### src/logic/mil_pkg.sv
/*
  metering interrupt logic: register offsets, flag positions, reset values.
  assumes byte-wide register addresses as seen by the device's serial port.
*/
package mil_pkg;
  localparam int FLAG_W = 20;
  localparam int ADDR_W = 8;
  localparam int MODE_W = 8;
  localparam int ACC_W = 16;
  // register offsets
  localparam logic [ADDR_W-1:0] OFS_IRQ_ENABLE_BITS = 8'h18;
  localparam logic [ADDR_W-1:0] OFS_EVENT_FLAGS = 8'h19;
  localparam logic [ADDR_W-1:0] OFS_EVENT_FLAGS_CLEAR_ON_READ = 8'h1A;
  // reset values
  localparam logic [FLAG_W-1:0] IRQ_ENABLE_RST = 20'h00000;
  localparam logic [FLAG_W-1:0] EVENT_FLAGS_RST = 20'h00000;
  // bit 13 of the enable register is reserved and not writable
  localparam logic [FLAG_W-1:0] IRQ_ENABLE_WRITABLE = 20'hFDFFF;
  // flag positions
  localparam int BIT_ACTIVE_ENERGY_HALF_FULL = 0;
  localparam int BIT_REACTIVE_ENERGY_HALF_FULL = 1;
  localparam int BIT_APPARENT_ENERGY_HALF_FULL = 2;
  localparam int BIT_SAG_PHASE_A = 3;
  localparam int BIT_CROSSING_TIMEOUT_A = 6;
  localparam int BIT_VOLTAGE_CROSSING_A = 9;
  localparam int BIT_LINE_ACCUM_DONE = 12;
  localparam int BIT_SUPPLY_RESET = 13;
  localparam int BIT_VOLTAGE_PEAK_EXCEEDED = 14;
  localparam int BIT_CURRENT_PEAK_EXCEEDED = 15;
  localparam int BIT_WAVEFORM_SAMPLE_READY = 16;
  localparam int BIT_ACTIVE_POWER_SIGN_FLIP = 17;
  localparam int BIT_REACTIVE_POWER_SIGN_FLIP = 18;
  localparam int BIT_PHASE_ORDER_ERROR = 19;
  // accumulator bits watched for half full
  localparam int ACC_HALF_BIT = 14;
  localparam int ACC_MSB_BIT = 15;
  // phase include select field of the computation mode register
  localparam int PHASE_INCLUDE_SELECT_LSB = 2;
  // phase order tracker states, one-hot
  typedef enum logic [1:0] {
    MIL_SEQ_IDLE = 2'h1,
    MIL_SEQ_AFTER_A = 2'h2
  } mil_seq_e;
endpackage

### src/logic/mil_metering_interrupt_logic.sv
/*
  metering interrupt logic: nineteen sticky event flags plus a one-cycle bit 13, enable register,
  clear-on-read status copy and an open-drain active-low request pin.
  assumes event inputs are synchronous one-cycle pulses or levels from the
  detectors, and a register port decoded from the serial interface.
*/
`timescale 1ns/1ps
module mil_metering_interrupt_logic (
  // clock and reset
  input wire logic mclk,
  input wire logic rstn,
  // register port
  input wire logic reg_rd,
  input wire logic reg_wr,
  input wire logic [mil_pkg::ADDR_W-1:0] reg_addr,
  input wire logic [mil_pkg::FLAG_W-1:0] reg_wdata,
  output logic [mil_pkg::FLAG_W-1:0] reg_rdata,
  output logic reg_rvalid,
  // accumulators, one word per phase
  input wire logic [2:0][mil_pkg::ACC_W-1:0] active_energy_accum,
  input wire logic [2:0][mil_pkg::ACC_W-1:0] reactive_energy_accum,
  input wire logic [2:0][mil_pkg::ACC_W-1:0] apparent_energy_accum,
  // detector pulses, bit 0 is phase A
  input wire logic [2:0] sag_phase,
  input wire logic [2:0] crossing_timeout,
  input wire logic [2:0] voltage_crossing,
  input wire logic line_accum_done,
  input wire logic voltage_peak_exceeded,
  input wire logic current_peak_exceeded,
  input wire logic waveform_sample_ready,
  input wire logic supply_low,
  // power signs per phase, levels, and the computation mode register
  input wire logic [2:0] active_power_sign,
  input wire logic [2:0] reactive_power_sign,
  input wire logic [mil_pkg::MODE_W-1:0] computation_mode_reg,
  // open-drain request pin
  output logic irq_n_o,
  output logic irq_n_oe
);

  logic [mil_pkg::FLAG_W-1:0] ev;
  logic [mil_pkg::FLAG_W-1:0] flags_q, flags_d;
  logic [mil_pkg::FLAG_W-1:0] enable_q, enable_d;
  logic [mil_pkg::FLAG_W-1:0] rdata_q, rdata_d;
  logic rvalid_q, rvalid_d;
  logic irq_q, irq_d;
  logic irq_n_q, irq_n_d;
  logic rst_pulse_q, rst_pulse_d;
  logic primed_q, primed_d;
  logic [2:0] act_half_q, act_half_d;
  logic [2:0] react_half_q, react_half_d;
  logic [2:0] app_msb_q, app_msb_d;
  logic [2:0] act_sign_q, act_sign_d;
  logic [2:0] react_sign_q, react_sign_d;
  mil_pkg::mil_seq_e seq_q, seq_d;
  logic seq_err;
  logic [2:0] incl;
  logic clr_rd;
  logic stat_rd;

  assign clr_rd = reg_rd &&
    (reg_addr == mil_pkg::OFS_EVENT_FLAGS_CLEAR_ON_READ);
  assign stat_rd = reg_rd && (reg_addr == mil_pkg::OFS_EVENT_FLAGS);
  assign incl = computation_mode_reg[
    mil_pkg::PHASE_INCLUDE_SELECT_LSB +: 3];

  // history of watched bits; primed blocks a false edge after reset
  always_comb begin
    primed_d = 1'b1;
    for (int p = 0; p < 3; p++) begin
      act_half_d[p] = active_energy_accum[p][mil_pkg::ACC_HALF_BIT];
      react_half_d[p] = reactive_energy_accum[p][mil_pkg::ACC_HALF_BIT];
      app_msb_d[p] = apparent_energy_accum[p][mil_pkg::ACC_MSB_BIT];
    end
    act_sign_d = active_power_sign;
    react_sign_d = reactive_power_sign;
  end

  always_ff @(posedge mclk) begin
    if (!rstn) begin
      primed_q <= 1'b0;
      act_half_q <= 3'h0;
      react_half_q <= 3'h0;
      app_msb_q <= 3'h0;
      act_sign_q <= 3'h0;
      react_sign_q <= 3'h0;
    end else begin
      primed_q <= primed_d;
      act_half_q <= act_half_d;
      react_half_q <= react_half_d;
      app_msb_q <= app_msb_d;
      act_sign_q <= act_sign_d;
      react_sign_q <= react_sign_d;
    end
  end

  // phase order tracker: after an A crossing the next must be C, not B
  always_comb begin
    seq_d = seq_q;
    seq_err = 1'b0;
    case (seq_q)
      mil_pkg::MIL_SEQ_IDLE: begin
        if (voltage_crossing[0]) begin
          seq_d = mil_pkg::MIL_SEQ_AFTER_A;
        end
      end
      mil_pkg::MIL_SEQ_AFTER_A: begin
        if (voltage_crossing[1]) begin
          seq_err = 1'b1;
          seq_d = mil_pkg::MIL_SEQ_IDLE;
        end else if (voltage_crossing[2]) begin
          seq_d = mil_pkg::MIL_SEQ_IDLE;
        end
      end
      default: begin
        seq_d = mil_pkg::MIL_SEQ_IDLE;
      end
    endcase
  end

  always_ff @(posedge mclk) begin
    if (!rstn) begin
      seq_q <= mil_pkg::MIL_SEQ_IDLE;
    end else begin
      seq_q <= seq_d;
    end
  end

  // event vector, one bit per flag
  always_comb begin
    ev = '0;
    ev[mil_pkg::BIT_ACTIVE_ENERGY_HALF_FULL] = primed_q &&
      |(act_half_d ^ act_half_q);
    ev[mil_pkg::BIT_REACTIVE_ENERGY_HALF_FULL] = primed_q &&
      |(react_half_d ^ react_half_q);
    ev[mil_pkg::BIT_APPARENT_ENERGY_HALF_FULL] = primed_q &&
      |(app_msb_d & ~app_msb_q);
    ev[mil_pkg::BIT_SAG_PHASE_A +: 3] = sag_phase;
    ev[mil_pkg::BIT_CROSSING_TIMEOUT_A +: 3] = crossing_timeout;
    ev[mil_pkg::BIT_VOLTAGE_CROSSING_A +: 3] = voltage_crossing;
    ev[mil_pkg::BIT_LINE_ACCUM_DONE] = line_accum_done;
    ev[mil_pkg::BIT_VOLTAGE_PEAK_EXCEEDED] =
      voltage_peak_exceeded;
    ev[mil_pkg::BIT_CURRENT_PEAK_EXCEEDED] =
      current_peak_exceeded;
    ev[mil_pkg::BIT_WAVEFORM_SAMPLE_READY] =
      waveform_sample_ready;
    ev[mil_pkg::BIT_ACTIVE_POWER_SIGN_FLIP] = primed_q &&
      |((act_sign_d ^ act_sign_q) & incl);
    ev[mil_pkg::BIT_REACTIVE_POWER_SIGN_FLIP] = primed_q &&
      |((react_sign_d ^ react_sign_q) & incl);
    ev[mil_pkg::BIT_PHASE_ORDER_ERROR] = seq_err;
  end

  // sticky flags; an event in the clearing cycle survives the clear
  for (genvar i = 0; i < mil_pkg::FLAG_W; i++) begin : g_flag
    if (i == mil_pkg::BIT_SUPPLY_RESET) begin : g_pulse
      assign flags_d[i] = 1'b0;
    end else begin : g_sticky
      always_comb begin
        flags_d[i] = ev[i] || (flags_q[i] && !clr_rd);
      end
    end
  end

  always_ff @(posedge mclk) begin
    if (!rstn) begin
      flags_q <= mil_pkg::EVENT_FLAGS_RST;
    end else begin
      flags_q <= flags_d;
    end
  end

  // bit 13 is a one-cycle pulse, not sticky
  always_comb begin
    rst_pulse_d = supply_low;
  end

  always_ff @(posedge mclk) begin
    if (!rstn) begin
      rst_pulse_q <= 1'b1;
    end else begin
      rst_pulse_q <= rst_pulse_d;
    end
  end

  // register port and request latch
  always_comb begin
    enable_d = enable_q;
    rdata_d = rdata_q;
    rvalid_d = 1'b0;
    if (reg_wr && reg_addr == mil_pkg::OFS_IRQ_ENABLE_BITS) begin
      enable_d = reg_wdata & mil_pkg::IRQ_ENABLE_WRITABLE;
    end
    if (reg_rd) begin
      rvalid_d = 1'b1;
      rdata_d = '0;
      if (reg_addr == mil_pkg::OFS_IRQ_ENABLE_BITS) begin
        rdata_d = enable_q;
      end else if (stat_rd || clr_rd) begin
        rdata_d = flags_q;
        rdata_d[mil_pkg::BIT_SUPPLY_RESET] = rst_pulse_q;
      end
    end
    // new enabled event wins over the release
    irq_d = |(ev & enable_q) || (irq_q && !clr_rd);
    irq_n_d = !irq_d;
  end

  always_ff @(posedge mclk) begin
    if (!rstn) begin
      enable_q <= mil_pkg::IRQ_ENABLE_RST;
      rdata_q <= '0;
      rvalid_q <= 1'b0;
      irq_q <= 1'b0;
      irq_n_q <= 1'b1;
    end else begin
      enable_q <= enable_d;
      rdata_q <= rdata_d;
      rvalid_q <= rvalid_d;
      irq_q <= irq_d;
      irq_n_q <= irq_n_d;
    end
  end

  assign reg_rdata = rdata_q;
  assign reg_rvalid = rvalid_q;
  assign irq_n_o = irq_n_q;
  assign irq_n_oe = irq_q;

  a_irq_assert: assert property (
    @(posedge mclk) disable iff (!rstn)
    |(ev & enable_q) |=> irq_n_oe && !irq_n_o)
    else $error("enabled event did not pull request low");
  a_irq_release: assert property (
    @(posedge mclk) disable iff (!rstn)
    clr_rd && !(|(ev & enable_q)) |=> !irq_n_oe)
    else $error("clear-on-read did not release request");
  a_flag_set: assert property (
    @(posedge mclk) disable iff (!rstn)
    (ev & ~enable_q) != '0 |=> (flags_q & $past(ev) & ~$past(enable_q))
      == ($past(ev) & ~$past(enable_q)))
    else $error("disabled event did not set its flag");
  a_flag_sticky: assert property (
    @(posedge mclk) disable iff (!rstn)
    !reg_rd ##1 !reg_rd |-> (flags_q & $past(flags_q)) == $past(flags_q))
    else $error("flag dropped without a clear read");
  a_clear_read: assert property (
    @(posedge mclk) disable iff (!rstn)
    clr_rd && ev == '0 |=> flags_q == '0 && reg_rvalid &&
      (reg_rdata | 20'h02000) == ($past(flags_q) | 20'h02000))
    else $error("clear-on-read returned or cleared wrong");
  a_stat_read: assert property (
    @(posedge mclk) disable iff (!rstn)
    stat_rd |=> (flags_q & $past(flags_q)) == $past(flags_q) &&
      (!$past(irq_q) || irq_n_oe))
    else $error("plain status read modified state");
  a_seq_err: assert property (
    @(posedge mclk) disable iff (!rstn)
    voltage_crossing == 3'h1 ##1 voltage_crossing == 3'h0 [*2]
      ##1 voltage_crossing == 3'h2
      |=> flags_q[mil_pkg::BIT_PHASE_ORDER_ERROR])
    else $error("phase order error not flagged");
  a_sign_gate: assert property (
    @(posedge mclk) disable iff (!rstn)
    primed_q && |((active_power_sign ^ act_sign_q) & incl)
      |=> flags_q[mil_pkg::BIT_ACTIVE_POWER_SIGN_FLIP])
    else $error("included sign change not flagged");
  a_rst_bit13: assert property (
    @(posedge mclk) disable iff (!rstn)
    stat_rd && !$past(supply_low) && $past(rstn)
      |=> !reg_rdata[mil_pkg::BIT_SUPPLY_RESET])
    else $error("bit 13 held longer than one cycle");
  a_half_full: assert property (
    @(posedge mclk) disable iff (!rstn)
    primed_q && $rose(apparent_energy_accum[0][mil_pkg::ACC_MSB_BIT])
      |=> flags_q[mil_pkg::BIT_APPARENT_ENERGY_HALF_FULL])
    else $error("apparent half full not flagged");
  a_active_half: assert property (
    @(posedge mclk) disable iff (!rstn)
    primed_q && $changed(active_energy_accum[1][mil_pkg::ACC_HALF_BIT])
      |=> flags_q[mil_pkg::BIT_ACTIVE_ENERGY_HALF_FULL])
    else $error("active half full not flagged");
  a_react_sign: assert property (
    @(posedge mclk) disable iff (!rstn)
    primed_q && incl[2] && $changed(reactive_power_sign[2])
      |=> flags_q[mil_pkg::BIT_REACTIVE_POWER_SIGN_FLIP])
    else $error("included reactive sign change not flagged");
  a_sag_flag: assert property (
    @(posedge mclk) disable iff (!rstn)
    sag_phase[1] |=> flags_q[mil_pkg::BIT_SAG_PHASE_A + 1])
    else $error("phase b sag not flagged");
  a_supply_pulse: assert property (
    @(posedge mclk) disable iff (!rstn)
    stat_rd && $past(supply_low) |=> reg_rdata[mil_pkg::BIT_SUPPLY_RESET])
    else $error("supply low pulse not reported on bit 13");

endmodule

### config.mk
export PLATFORM = sky130hd
export DESIGN_NAME = mil_metering_interrupt_logic
export DESIGN_NICKNAME = d
export VERILOG_FILES = /design/src/logic/mil_pkg.sv /design/src/logic/mil_metering_interrupt_logic.sv
export SDC_FILE = /design/constraint.sdc
export NUM_CORES = 1
export LEC_CHECK = 0
export ABC_AREA = 1
export BUFFER_PORTS_ARGS = -buffer_cell sky130_fd_sc_hd__buf_2
export CAP_MARGIN = 20
export CORE_ASPECT_RATIO = 0.9
export CORE_MARGIN = 2
export CORE_UTILIZATION = 44
export CTS_CLUSTER_SIZE = 10
export DETAILED_ROUTE_END_ITERATION = 8
export GPL_TIMING_DRIVEN = 0
export PLACE_DENSITY = 0.85
export SYNTH_ARGS = -nofsm -noshare
export SYNTH_HDL_FRONTEND = slang
export SYNTH_SLANG_ARGS = --single-unit
### constraint.sdc
create_clock -name mclk -period 1.94 [get_ports mclk]
set_clock_uncertainty 0.15 [all_clocks]
set_input_delay 0.291 -clock mclk [delete_from_list [all_inputs] [get_ports mclk]]
set_output_delay 0.291 -clock mclk [all_outputs]
set_load 0.03 [all_outputs]
Word level (Yosys, flattened, before mapping). Index checks and enable logic that the tools add are counted.

Equality and inequality tests: 7. Muxes and demuxes: 10. Bitwise logic cells: 9. Reductions and logical operators: 58.

Operators with widths (number): 2-to-1 mux 20 bit (2); logical AND 1 bit (28); equality test 8 x 5 -> 1 bit, second input constant (3); logical OR 1 bit (21); bitwise AND 20 bit (1); OR reduction 20 bit (1); OR reduction 3 bit (5); bitwise XOR 3 bit (4); bitwise AND 3 bit (3); 2-to-1 mux 2 bit (3); 2-to-1 mux 1 bit (4); one-hot mux 2 bit (2 select lines) (1); inequality test 3 bit, second input constant (1); NOT 3 bit (1); equality test 2 x 1 -> 1 bit, second input constant (1); equality test 2 bit, second input constant (1); zero test 1 bit (2); inequality test 2 bit, second input constant (1); AND reduction 2 bit (1).

Register bits: 80. Bits of input ports: 204. Output and inout bits: 23. Logic and storage cells: 98.

Depth between registers and ports, before layout. Gate-level depths: netlist of the first run.

Depth after elaboration: 8. Mapped depth: 10. Depth with buffers taken out: 9.

Worst setup path before layout of the first run. OpenSTA, ideal clock, no wires.

Path type: input -> register. From: in reg_addr[2] (netlist name). To: reg enable_q[10] (netlist name). Setup time: 113 ps. Arrival time: 1158 ps. Required time: 1677 ps. Path slack: 519 ps. Stages: 10. Path buffers: 2. Cell sequence: inv_1 nand2_1 nor2_4 nand3_4 clkinv_2 nand2_2 buf_6 buf_6 o21ai_1 nor2_1.

Longest elaborated chain between the ends: 2.

Ends and longest elaborated chain: from (decl) (RTL line mil_metering_interrupt_logic.sv:15) `input wire logic [mil_pkg::ADDR_W-1:0] reg_addr,`; equality test 8 x 5 -> 1 bit (RTL line mil_metering_interrupt_logic.sv:192) `if (reg_wr && reg_addr == mil_pkg::OFS_IRQ_ENABLE_BITS) begin`; logical AND 1 bit (RTL line mil_metering_interrupt_logic.sv:192); to (signal assigned) (RTL line mil_metering_interrupt_logic.sv:212) `enable_q <= mil_pkg::IRQ_ENABLE_RST;`; to (signal assigned) (RTL line mil_metering_interrupt_logic.sv:218) `enable_q <= enable_d;`; to (decl) (RTL line mil_metering_interrupt_logic.sv:43) `logic [mil_pkg::FLAG_W-1:0] enable_q, enable_d;`.

No other way between the ends. A chain may end at the register's enable or synchronous reset.

Worst setup path in the final report of the first run.
From: in rstn. To: reg flags_q[1] (netlist name).

RTL lines: from (decl) (RTL line mil_metering_interrupt_logic.sv:11) `input wire logic rstn,`; to (signal assigned) (RTL line mil_metering_interrupt_logic.sv:168) `flags_q <= mil_pkg::EVENT_FLAGS_RST;`; to (signal assigned) (RTL line mil_metering_interrupt_logic.sv:170) `flags_q <= flags_d;`; to (decl) (RTL line mil_metering_interrupt_logic.sv:42) `logic [mil_pkg::FLAG_W-1:0] flags_q, flags_d;`.

No word-level cell between the ends.

==> impl_metrics.py, run 1 <==
metrics = {
    "synth": {
        "syn-cell-area_um2": 3180,
        "syn_nets": 625,
        "synth-seq-cells": 80,
        "yosys_warnings": 0,
        "yosysSeqAreaShare_pct": 50.3,
        "synth_top_family_by_area": "simple AND/OR/NAND/NOR gates",
        "synth_adder_area_share_pct": 0,
        "postSynthCellCount": 421,
        "synth_compound_area_share_pct": 15.9,
        "syn_area_per_cell_um2": 7.56,
        "synthDistinctLibCells": 23,
        "synth_simple_gate_area_share_pct": 23.9,
        "synthXorXnorAreaFrac_pct": 1.65,
        "synth_mux_area_share_pct": 0,
    },
    "power_and_ir_drop": {
        "pwr-share-seq_pct": 50.2,
        "max-vdd-ir-drop_v": 0.000467,
        "power.switching_w": 0.000900,
        "pwr-share-comb_pct": 11.1,
        "clkPwrFrac_pct": 38.7,
        "power_switching_share_pct": 25.7,
        "p_leak_nw": 1.95,
        "internal_power_w": 0.00260,
        "powerDensity_nw_per_um2": 853,
    },
    "sta": {
        "worst_slew_pin_slew_ps": 609,
        "slew_viol_final": 0,
        "layout_min_cycle_time_ps": 1780,
        "finalSetupViolCount": 0,
        "fmax_ghz": 0.562,
        "min_period_over_period_pct": 91.7,
        "grt_setup_unrepaired": "false",
        "whs_ps": 11.7,
        "hold_viol": 0,
        "tns_ps": 0,
        "slew_headroom_pct": 59.4,
    },
    "floorplan": {
        "die_area_um2": 7930,
        "design.portCount": 227,
        "core_region_area_um2": 7040,
        "die_h_um": 84.7,
        "die_w_um": 93.6,
        "core.rowCount": 29,
        "start_util_pct": 45.2,
    },
    "critical_path": {
        "slowest_delay_ps": 530,
        "endpoint_kind": "register",
        "r2r_start": "enable_q[11]$_SDFFE_PN0P_",
        "endpoint": "flags_q[1]$_SDFF_PN0_",
        "r2r_end": "irq_n_o$_SDFF_PN1_",
        "r2r_slack_ps": 540,
        "r2r_cells": 9,
        "critPathLaunchType": "input port",
        "startpoint": "rstn",
        "crit_chain": "dlygate4sd3_1 > buf_2 > clkbuf_1 > inv_1 > clkbuf_2 > a21oi_1",
        "path_class": "in -> reg",
        "slowest_stage": "dlygate4sd3_1",
        "crit_arrival_ps": 1920,
        "critPathRequiredTime_ps": 2080,
        "path_max_fanout": 10,
    },
    "cells_and_area": {
        "final_common_cell": "buf_2",
        "antenna_cells": 0,
        "final_cell_mix": "buf_2 (88), dfxtp_1 (80), nand2_1 (78)",
        "area_delta_synth_final_pct": 29.0,
        "layout.nets": 737,
        "final_cell_count_no_fill": 630,
        "fillers": 666,
        "final_util_pct": 58.3,
        "drive_gt1_share_pct": 24.0,
    },
    "cts": {
        "cts_tree": "yes",
        "htree_levels": 3,
        "postCtsSetupBuffers": 0,
        "clkLatencyLatePin_ps": 360,
        "clockRootBuffer": "clkbuf_8",
        "cts.path.max_buffers": 2,
        "clkSinkCount": 80,
        "cts_buffers": 9,
        "clk_pin_slew_ps": 80,
    },
    "flow_run": {
        "drv_cap": 0,
    },
    "grt": {
        "overflow": 0,
        "grt_max_degree": 15,
        "grt_pass1_vias": 3131,
        "grt_pass1_wl_um": 15300,
        "grt_usage_pct": 25.4,
        "grt_antenna_before_repair": 0,
    },
    "status": {
        "outcome": "finished clean",
    },
    "min_path": {
        "whs_path_depth": 3,
        "min_path_type": "in -> reg",
    },
    "placement": {
        "post-dp-hpwl_um": 6740,
        "dp.cells": 599,
        "portBuffers": 85,
        "gp_congestion": 0.925,
    },
    "route": {
        "wl_per_cell_um": 15.1,
        "vias": 3240,
        "ant_nets": 0,
        "first_pass_iters": 5,
        "wirelength_um": 9540,
        "drt_iter0_drc": 223,
        "viasPerCell": 5.14,
        "drc": 0,
    },
}
[power groups by stage]
| stage | Clock (W) | Combinational [W] | Sequential (W) |
|---|---|---|---|
| after CTS | 0.00138 | 0.000384 | 0.00176 |
| after floorplan | 0 | 0.000166 | 0.00183 |
| after detailed placement | 0 | 0.000356 | 0.00179 |
| final | 0.00136 | 0.000389 | 0.00176 |
| after global routing | 0.00144 | 0.000430 | 0.00176 |
| after global placement | 0 | 0.000345 | 0.00179 |
[state kept, by name (all words and copies together), names as in the netlist, 2 cells and up]
signal	count
reg_rdata	20
enable_q	19
flags_q	19
act_half_q	3
act_sign_q	3
app_msb_q	3
react_half_q	3
react_sign_q	3
seq_q	2
[metal layers]
| metal | vias up | part of all wire (%) | track usage [%] |
|---|---|---|---|
| met5 | - | 0 | 0 |
| met4 | 0 | 3.0 | 11.1 |
| met3 | 28 | 8.0 | 5.92 |
| met2 | 159 | 47 | 40.7 |
| met1 | 1478 | 42 | 32.9 |
| li1 | 1575 | - | - |
[per-stage QoR]
| step | power, W | worst slack [ps] | area, um^2 |
|---|---|---|---|
| after global placement | 0.00213 | 233 | 3720 |
| after CTS | 0.00351 | 68.2 | 4100 |
| after floorplan | 0.00199 | 519 | 3180 |
| after detailed placement | 0.00215 | 167 | 3720 |
| after global routing | 0.00363 | 30.8 | 4110 |
| final | 0.00350 | 161 | 4110 |
[Yosys cell counts (all sizes together)]
cell type	number	share of area [%]
nor2	60	7.6
dfxtp	80	50
clkinv	2	0.31
inv	33	3.9
nand4	2	0.39
buf	10	2.6
nand3	29	5.0
clkbuf	12	1.4
o211ai	1	0.24
or2	7	1.4
o21ai	40	6.4
xnor2	6	1.7
a21oi	59	9.3
nand2	80	9.6
[critical path: cells and delay by family]
kind	cells	cell delay, ps
buffers and inverters	5	1450
AOI/OAI and AO/OA	1	160
[worst min-delay path by stage]
stage                                 endpoint  slack (ps)              startpoint
floorplan                     primed_q$_DFF_P_         170                    rstn
global placement    reg_rdata[13]$_SDFFE_PN0P_         280  rst_pulse_q$_SDFF_PN1_
detailed placement  reg_rdata[13]$_SDFFE_PN0P_         290  rst_pulse_q$_SDFF_PN1_
CTS                  enable_q[15]$_SDFFE_PN0P_           1           reg_wdata[15]
global route         enable_q[15]$_SDFFE_PN0P_          10           reg_wdata[15]
finish               enable_q[15]$_SDFFE_PN0P_          10           reg_wdata[15]
[final cells by class]
cell class	instances	area, um^2	area share (%)
inverters	35	134	3.26
plain buffers	22	133	3.23
flip-flops and latches	80	1600	39.0
well taps	93	116	2.83
repair buffers	101	586	14.3
multi-input cells	284	1320	32.1
clock inverters	6	92.6	2.26
clock buffers	9	124	3.02
[logic make-up after synthesis]
kind of cell,count (synthesis)
AND/OR/NAND/NOR,178
AO/OA/AOI/OAI,100
flip-flops,80
XOR/XNOR,6
buffers and inverters,57
[repair_timing]
action	in CTS	in global routing
hold buffers	16	0
setup endpoints to repair	0	19
resized for setup	0	8
endpoints found under the hold margin	16	0
Note: power is estimated with default switching activity, not from simulation.
==> inputs of run 2 (changes only) <==
--- a/config.mk
+++ b/config.mk
@@ -5,16 +5,15 @@
 export SDC_FILE = /design/constraint.sdc
 export NUM_CORES = 1
 export LEC_CHECK = 0
-export ABC_AREA = 1
 export BUFFER_PORTS_ARGS = -buffer_cell sky130_fd_sc_hd__buf_2
 export CAP_MARGIN = 20
 export CORE_ASPECT_RATIO = 0.9
 export CORE_MARGIN = 2
-export CORE_UTILIZATION = 44
+export CORE_UTILIZATION = 43
 export CTS_CLUSTER_SIZE = 10
 export DETAILED_ROUTE_END_ITERATION = 8
 export GPL_TIMING_DRIVEN = 0
-export PLACE_DENSITY = 0.85
+export PLACE_DENSITY_LB_ADDON = 0.05
 export SYNTH_ARGS = -nofsm -noshare
 export SYNTH_HDL_FRONTEND = slang
 export SYNTH_SLANG_ARGS = --single-unit
==> run 2 against run 1 <==
Final area decreased by 6.3%. Fmax increased by 1.4%. Setup slack gained 24 ps. Critical path depth fell by 2. Sequential share of layout area grew 2.6 points.
==> impl_metrics.py, run 2 <==
metrics = {
    "critical_path": {
        "crit_arrival_ps": 1840,
        "path_max_fanout": 3,
        "critPathLaunchType": "register",
        "slowest_stage": "o41a_1",
        "worst-path-buf-inv": 0,
        "path_class": "reg -> reg",
        "endpoint_kind": "register",
        "slowest_delay_ps": 400,
        "crit_family": "compound AO/OA/AOI/OAI gates",
        "critPathRequiredTime_ps": 2030,
        "crit_chain": "a22oi_1 > nand4_1 > a211o_1 > o41a_1",
        "path_depth": 4,
        "r2r_cells": 4,
    },
    "route": {
        "wl_per_cell_um": 16.6,
        "drc": 0,
        "viasPerCell": 5.27,
        "vias": 2802,
        "ant_nets": 0,
        "wirelength_um": 8850,
        "drt_iter0_drc": 128,
        "highest_layer": "met4",
        "drt-met1-wl_um": 3880,
        "wl_met2_um": 4110,
        "first_pass_iters": 5,
        "wl_met3_um": 620,
    },
    "synth": {
        "synth_mux_area_share_pct": 0,
        "yosysSeqAreaShare_pct": 52.9,
        "synthArstFlopShare_pct": 0,
        "synth.largest_area_cell": "dfxtp_1",
        "synth_compound_area_share_pct": 22.3,
        "synth-edff-count": 0,
        "synth_adder_area_share_pct": 0,
        "synth_top_family_by_area": "compound AO/OA/AOI/OAI gates",
        "ys_top_cells_by_count": "dfxtp_1 (80), a21oi_1 (53), nand2_1 (44), a22oi_1 (26), nor2_1 (24)",
        "postSynthCellCount": 337,
        "synth.most_common_cell": "dfxtp_1",
        "syn_nets": 541,
        "syn_area_per_cell_um2": 8.98,
        "synth.top_cell.area_share_pct": 52.9,
        "synth-seq-cells": 80,
        "synth_simple_gate_area_share_pct": 17.7,
        "syn-cell-area_um2": 3030,
        "ys.flop_type": "dfxtp_1",
        "synthXorXnorAreaFrac_pct": 3.76,
        "yosys_warnings": 0,
        "synthDistinctLibCells": 36,
        "synthTopCellsByArea": "dfxtp_1 (53%), a21oi_1 (8.8%), a22oi_1 (6.5%), nand2_1 (5.5%), xnor2_1 (3.8%)",
    },
    "cts": {
        "cts_tree": "yes",
        "clkLatencyLatePin_ps": 350,
        "clkSinkCount": 80,
        "clockRootBuffer": "clkbuf_8",
        "clk_pin_slew_ps": 80,
        "htree_levels": 3,
        "cts.path.max_buffers": 2,
        "cts_buffers": 9,
    },
    "placement": {
        "dp.cells": 512,
        "portBuffers": 85,
        "post-dp-hpwl_um": 6590,
        "gp_congestion": 0.817,
    },
    "floorplan": {
        "die_w_um": 92.4,
        "design.portCount": 227,
        "core_region_area_um2": 6690,
        "core.rowCount": 28,
        "start_util_pct": 45.2,
        "die_area_um2": 7720,
        "die_h_um": 83.6,
    },
    "cells_and_area": {
        "antenna_cells": 0,
        "drive_gt1_share_pct": 25.1,
        "final_cell_count_no_fill": 532,
        "layout.nets": 641,
        "final_util_pct": 57.5,
        "final_cell_mix": "buf_2 (90), dfxtp_1 (80), a21oi_1 (53)",
        "largest_register_ffs": 20,
        "area_delta_synth_final_pct": 27.2,
        "final_common_cell": "buf_2",
    },
    "grt": {
        "grt_antenna_before_repair": 0,
        "grt_pass1_wl_um": 13800,
        "grt_pass1_vias": 2624,
        "overflow": 0,
        "grt_usage_pct": 23.5,
        "grt_max_degree": 15,
    },
    "power_and_ir_drop": {
        "p_leak_nw": 1.55,
        "powerDensity_nw_per_um2": 923,
        "max-vdd-ir-drop_v": 0.000682,
    },
    "status": {
        "outcome": "finished clean",
    },
    "sta": {
        "slew_viol_final": 0,
        "grt_setup_unrepaired": "false",
        "layout_min_cycle_time_ps": 1760,
        "min_period_over_period_pct": 90.5,
        "slew_headroom_pct": 58.0,
        "worst_slew_pin_slew_ps": 625,
        "fmax_ghz": 0.570,
        "hold_viol": 0,
        "finalSetupViolCount": 0,
    },
    "flow_run": {
        "drv_cap": 0,
    },
    "min_path": {
        "min_path_type": "in -> reg",
        "whs_path_depth": 1,
    },
}
run 2: routing by layer:
| layer | GRT usage (%) | up-vias |
|---|---|---|
| met1 | 30.0 | 1286 |
| met2 | 38.6 | 115 |
| li1 | - | 1385 |
| met5 | 0 | - |
| met4 | 7.33 | 0 |
| met3 | 6.32 | 16 |
run 2: area by class of cell:
class | count | area, um^2
Inverter | 3 | 11.3
Multi-Input combinational cell | 233 | 1320
Clock buffer | 9 | 124
Timing Repair Buffer | 89 | 465
Tap cell | 90 | 113
Clock inverter | 7 | 120
Fill cell | 648 | 2840
Sequential cell | 80 | 1600
Buffer | 21 | 88.8
run 2: worst register-to-register path: stages (launching register included):
cell and delay, ps:
dfxtp_1 340, a22oi_1 270, nand4_1 160, a211o_1 320, o41a_1 400
run 2: worst paths after layout:
kind	startpoint	slack, ps	to
max	enable_q[10]$_SDFFE_PN0P_	180	irq_n_oe$_SDFF_PN0_
min	rstn	9	primed_q$_DFF_P_
max reg2reg	enable_q[10]$_SDFFE_PN0P_	180	irq_n_oe$_SDFF_PN0_
min reg2reg	enable_q[4]$_SDFFE_PN0P_	320	enable_q[4]$_SDFFE_PN0P_
run 2: kinds of logic after synthesis:
logic type | count (synthesis)
and+or+nand+nor | 108
AOI/OAI and AO/OA | 112
buffers and inverters | 24
xor gates and xnor gates | 13
DFF | 80
run 2: what timing repair did:
action	CTS	global route
gates resized for setup	0	0
endpoints found under the setup margin	0	0
hold buffers	4	0
hold endpoints to repair	4	0
setup buffers	0	0
run 2: where the power goes:
part	switching, W	internal, W
Combinational	0.000190	0.000137
Sequential	0.0000390	0.00171
Clock	0.000617	0.000856
Total	0.000845	0.00271
run 2: metrics by stage:
| stage | hold WS (ps) | instance area [um^2] | total power, W | setup WS, ps | setup TNS (ps) |
|---|---|---|---|---|---|
| after floorplan | 169 | 3030 | 0.00196 | 220 | 0 |
| after global placement | 299 | 3560 | 0.00210 | -112 | -990 |
| after detailed placement | 311 | 3560 | 0.00211 | -155 | -1670 |
| after CTS | 2.51 | 3850 | 0.00357 | 196 | 0 |
| after global routing | 1.11 | 3850 | 0.00368 | 28.7 | 0 |
| final | 8.88 | 3850 | 0.00355 | 184 | 0 |
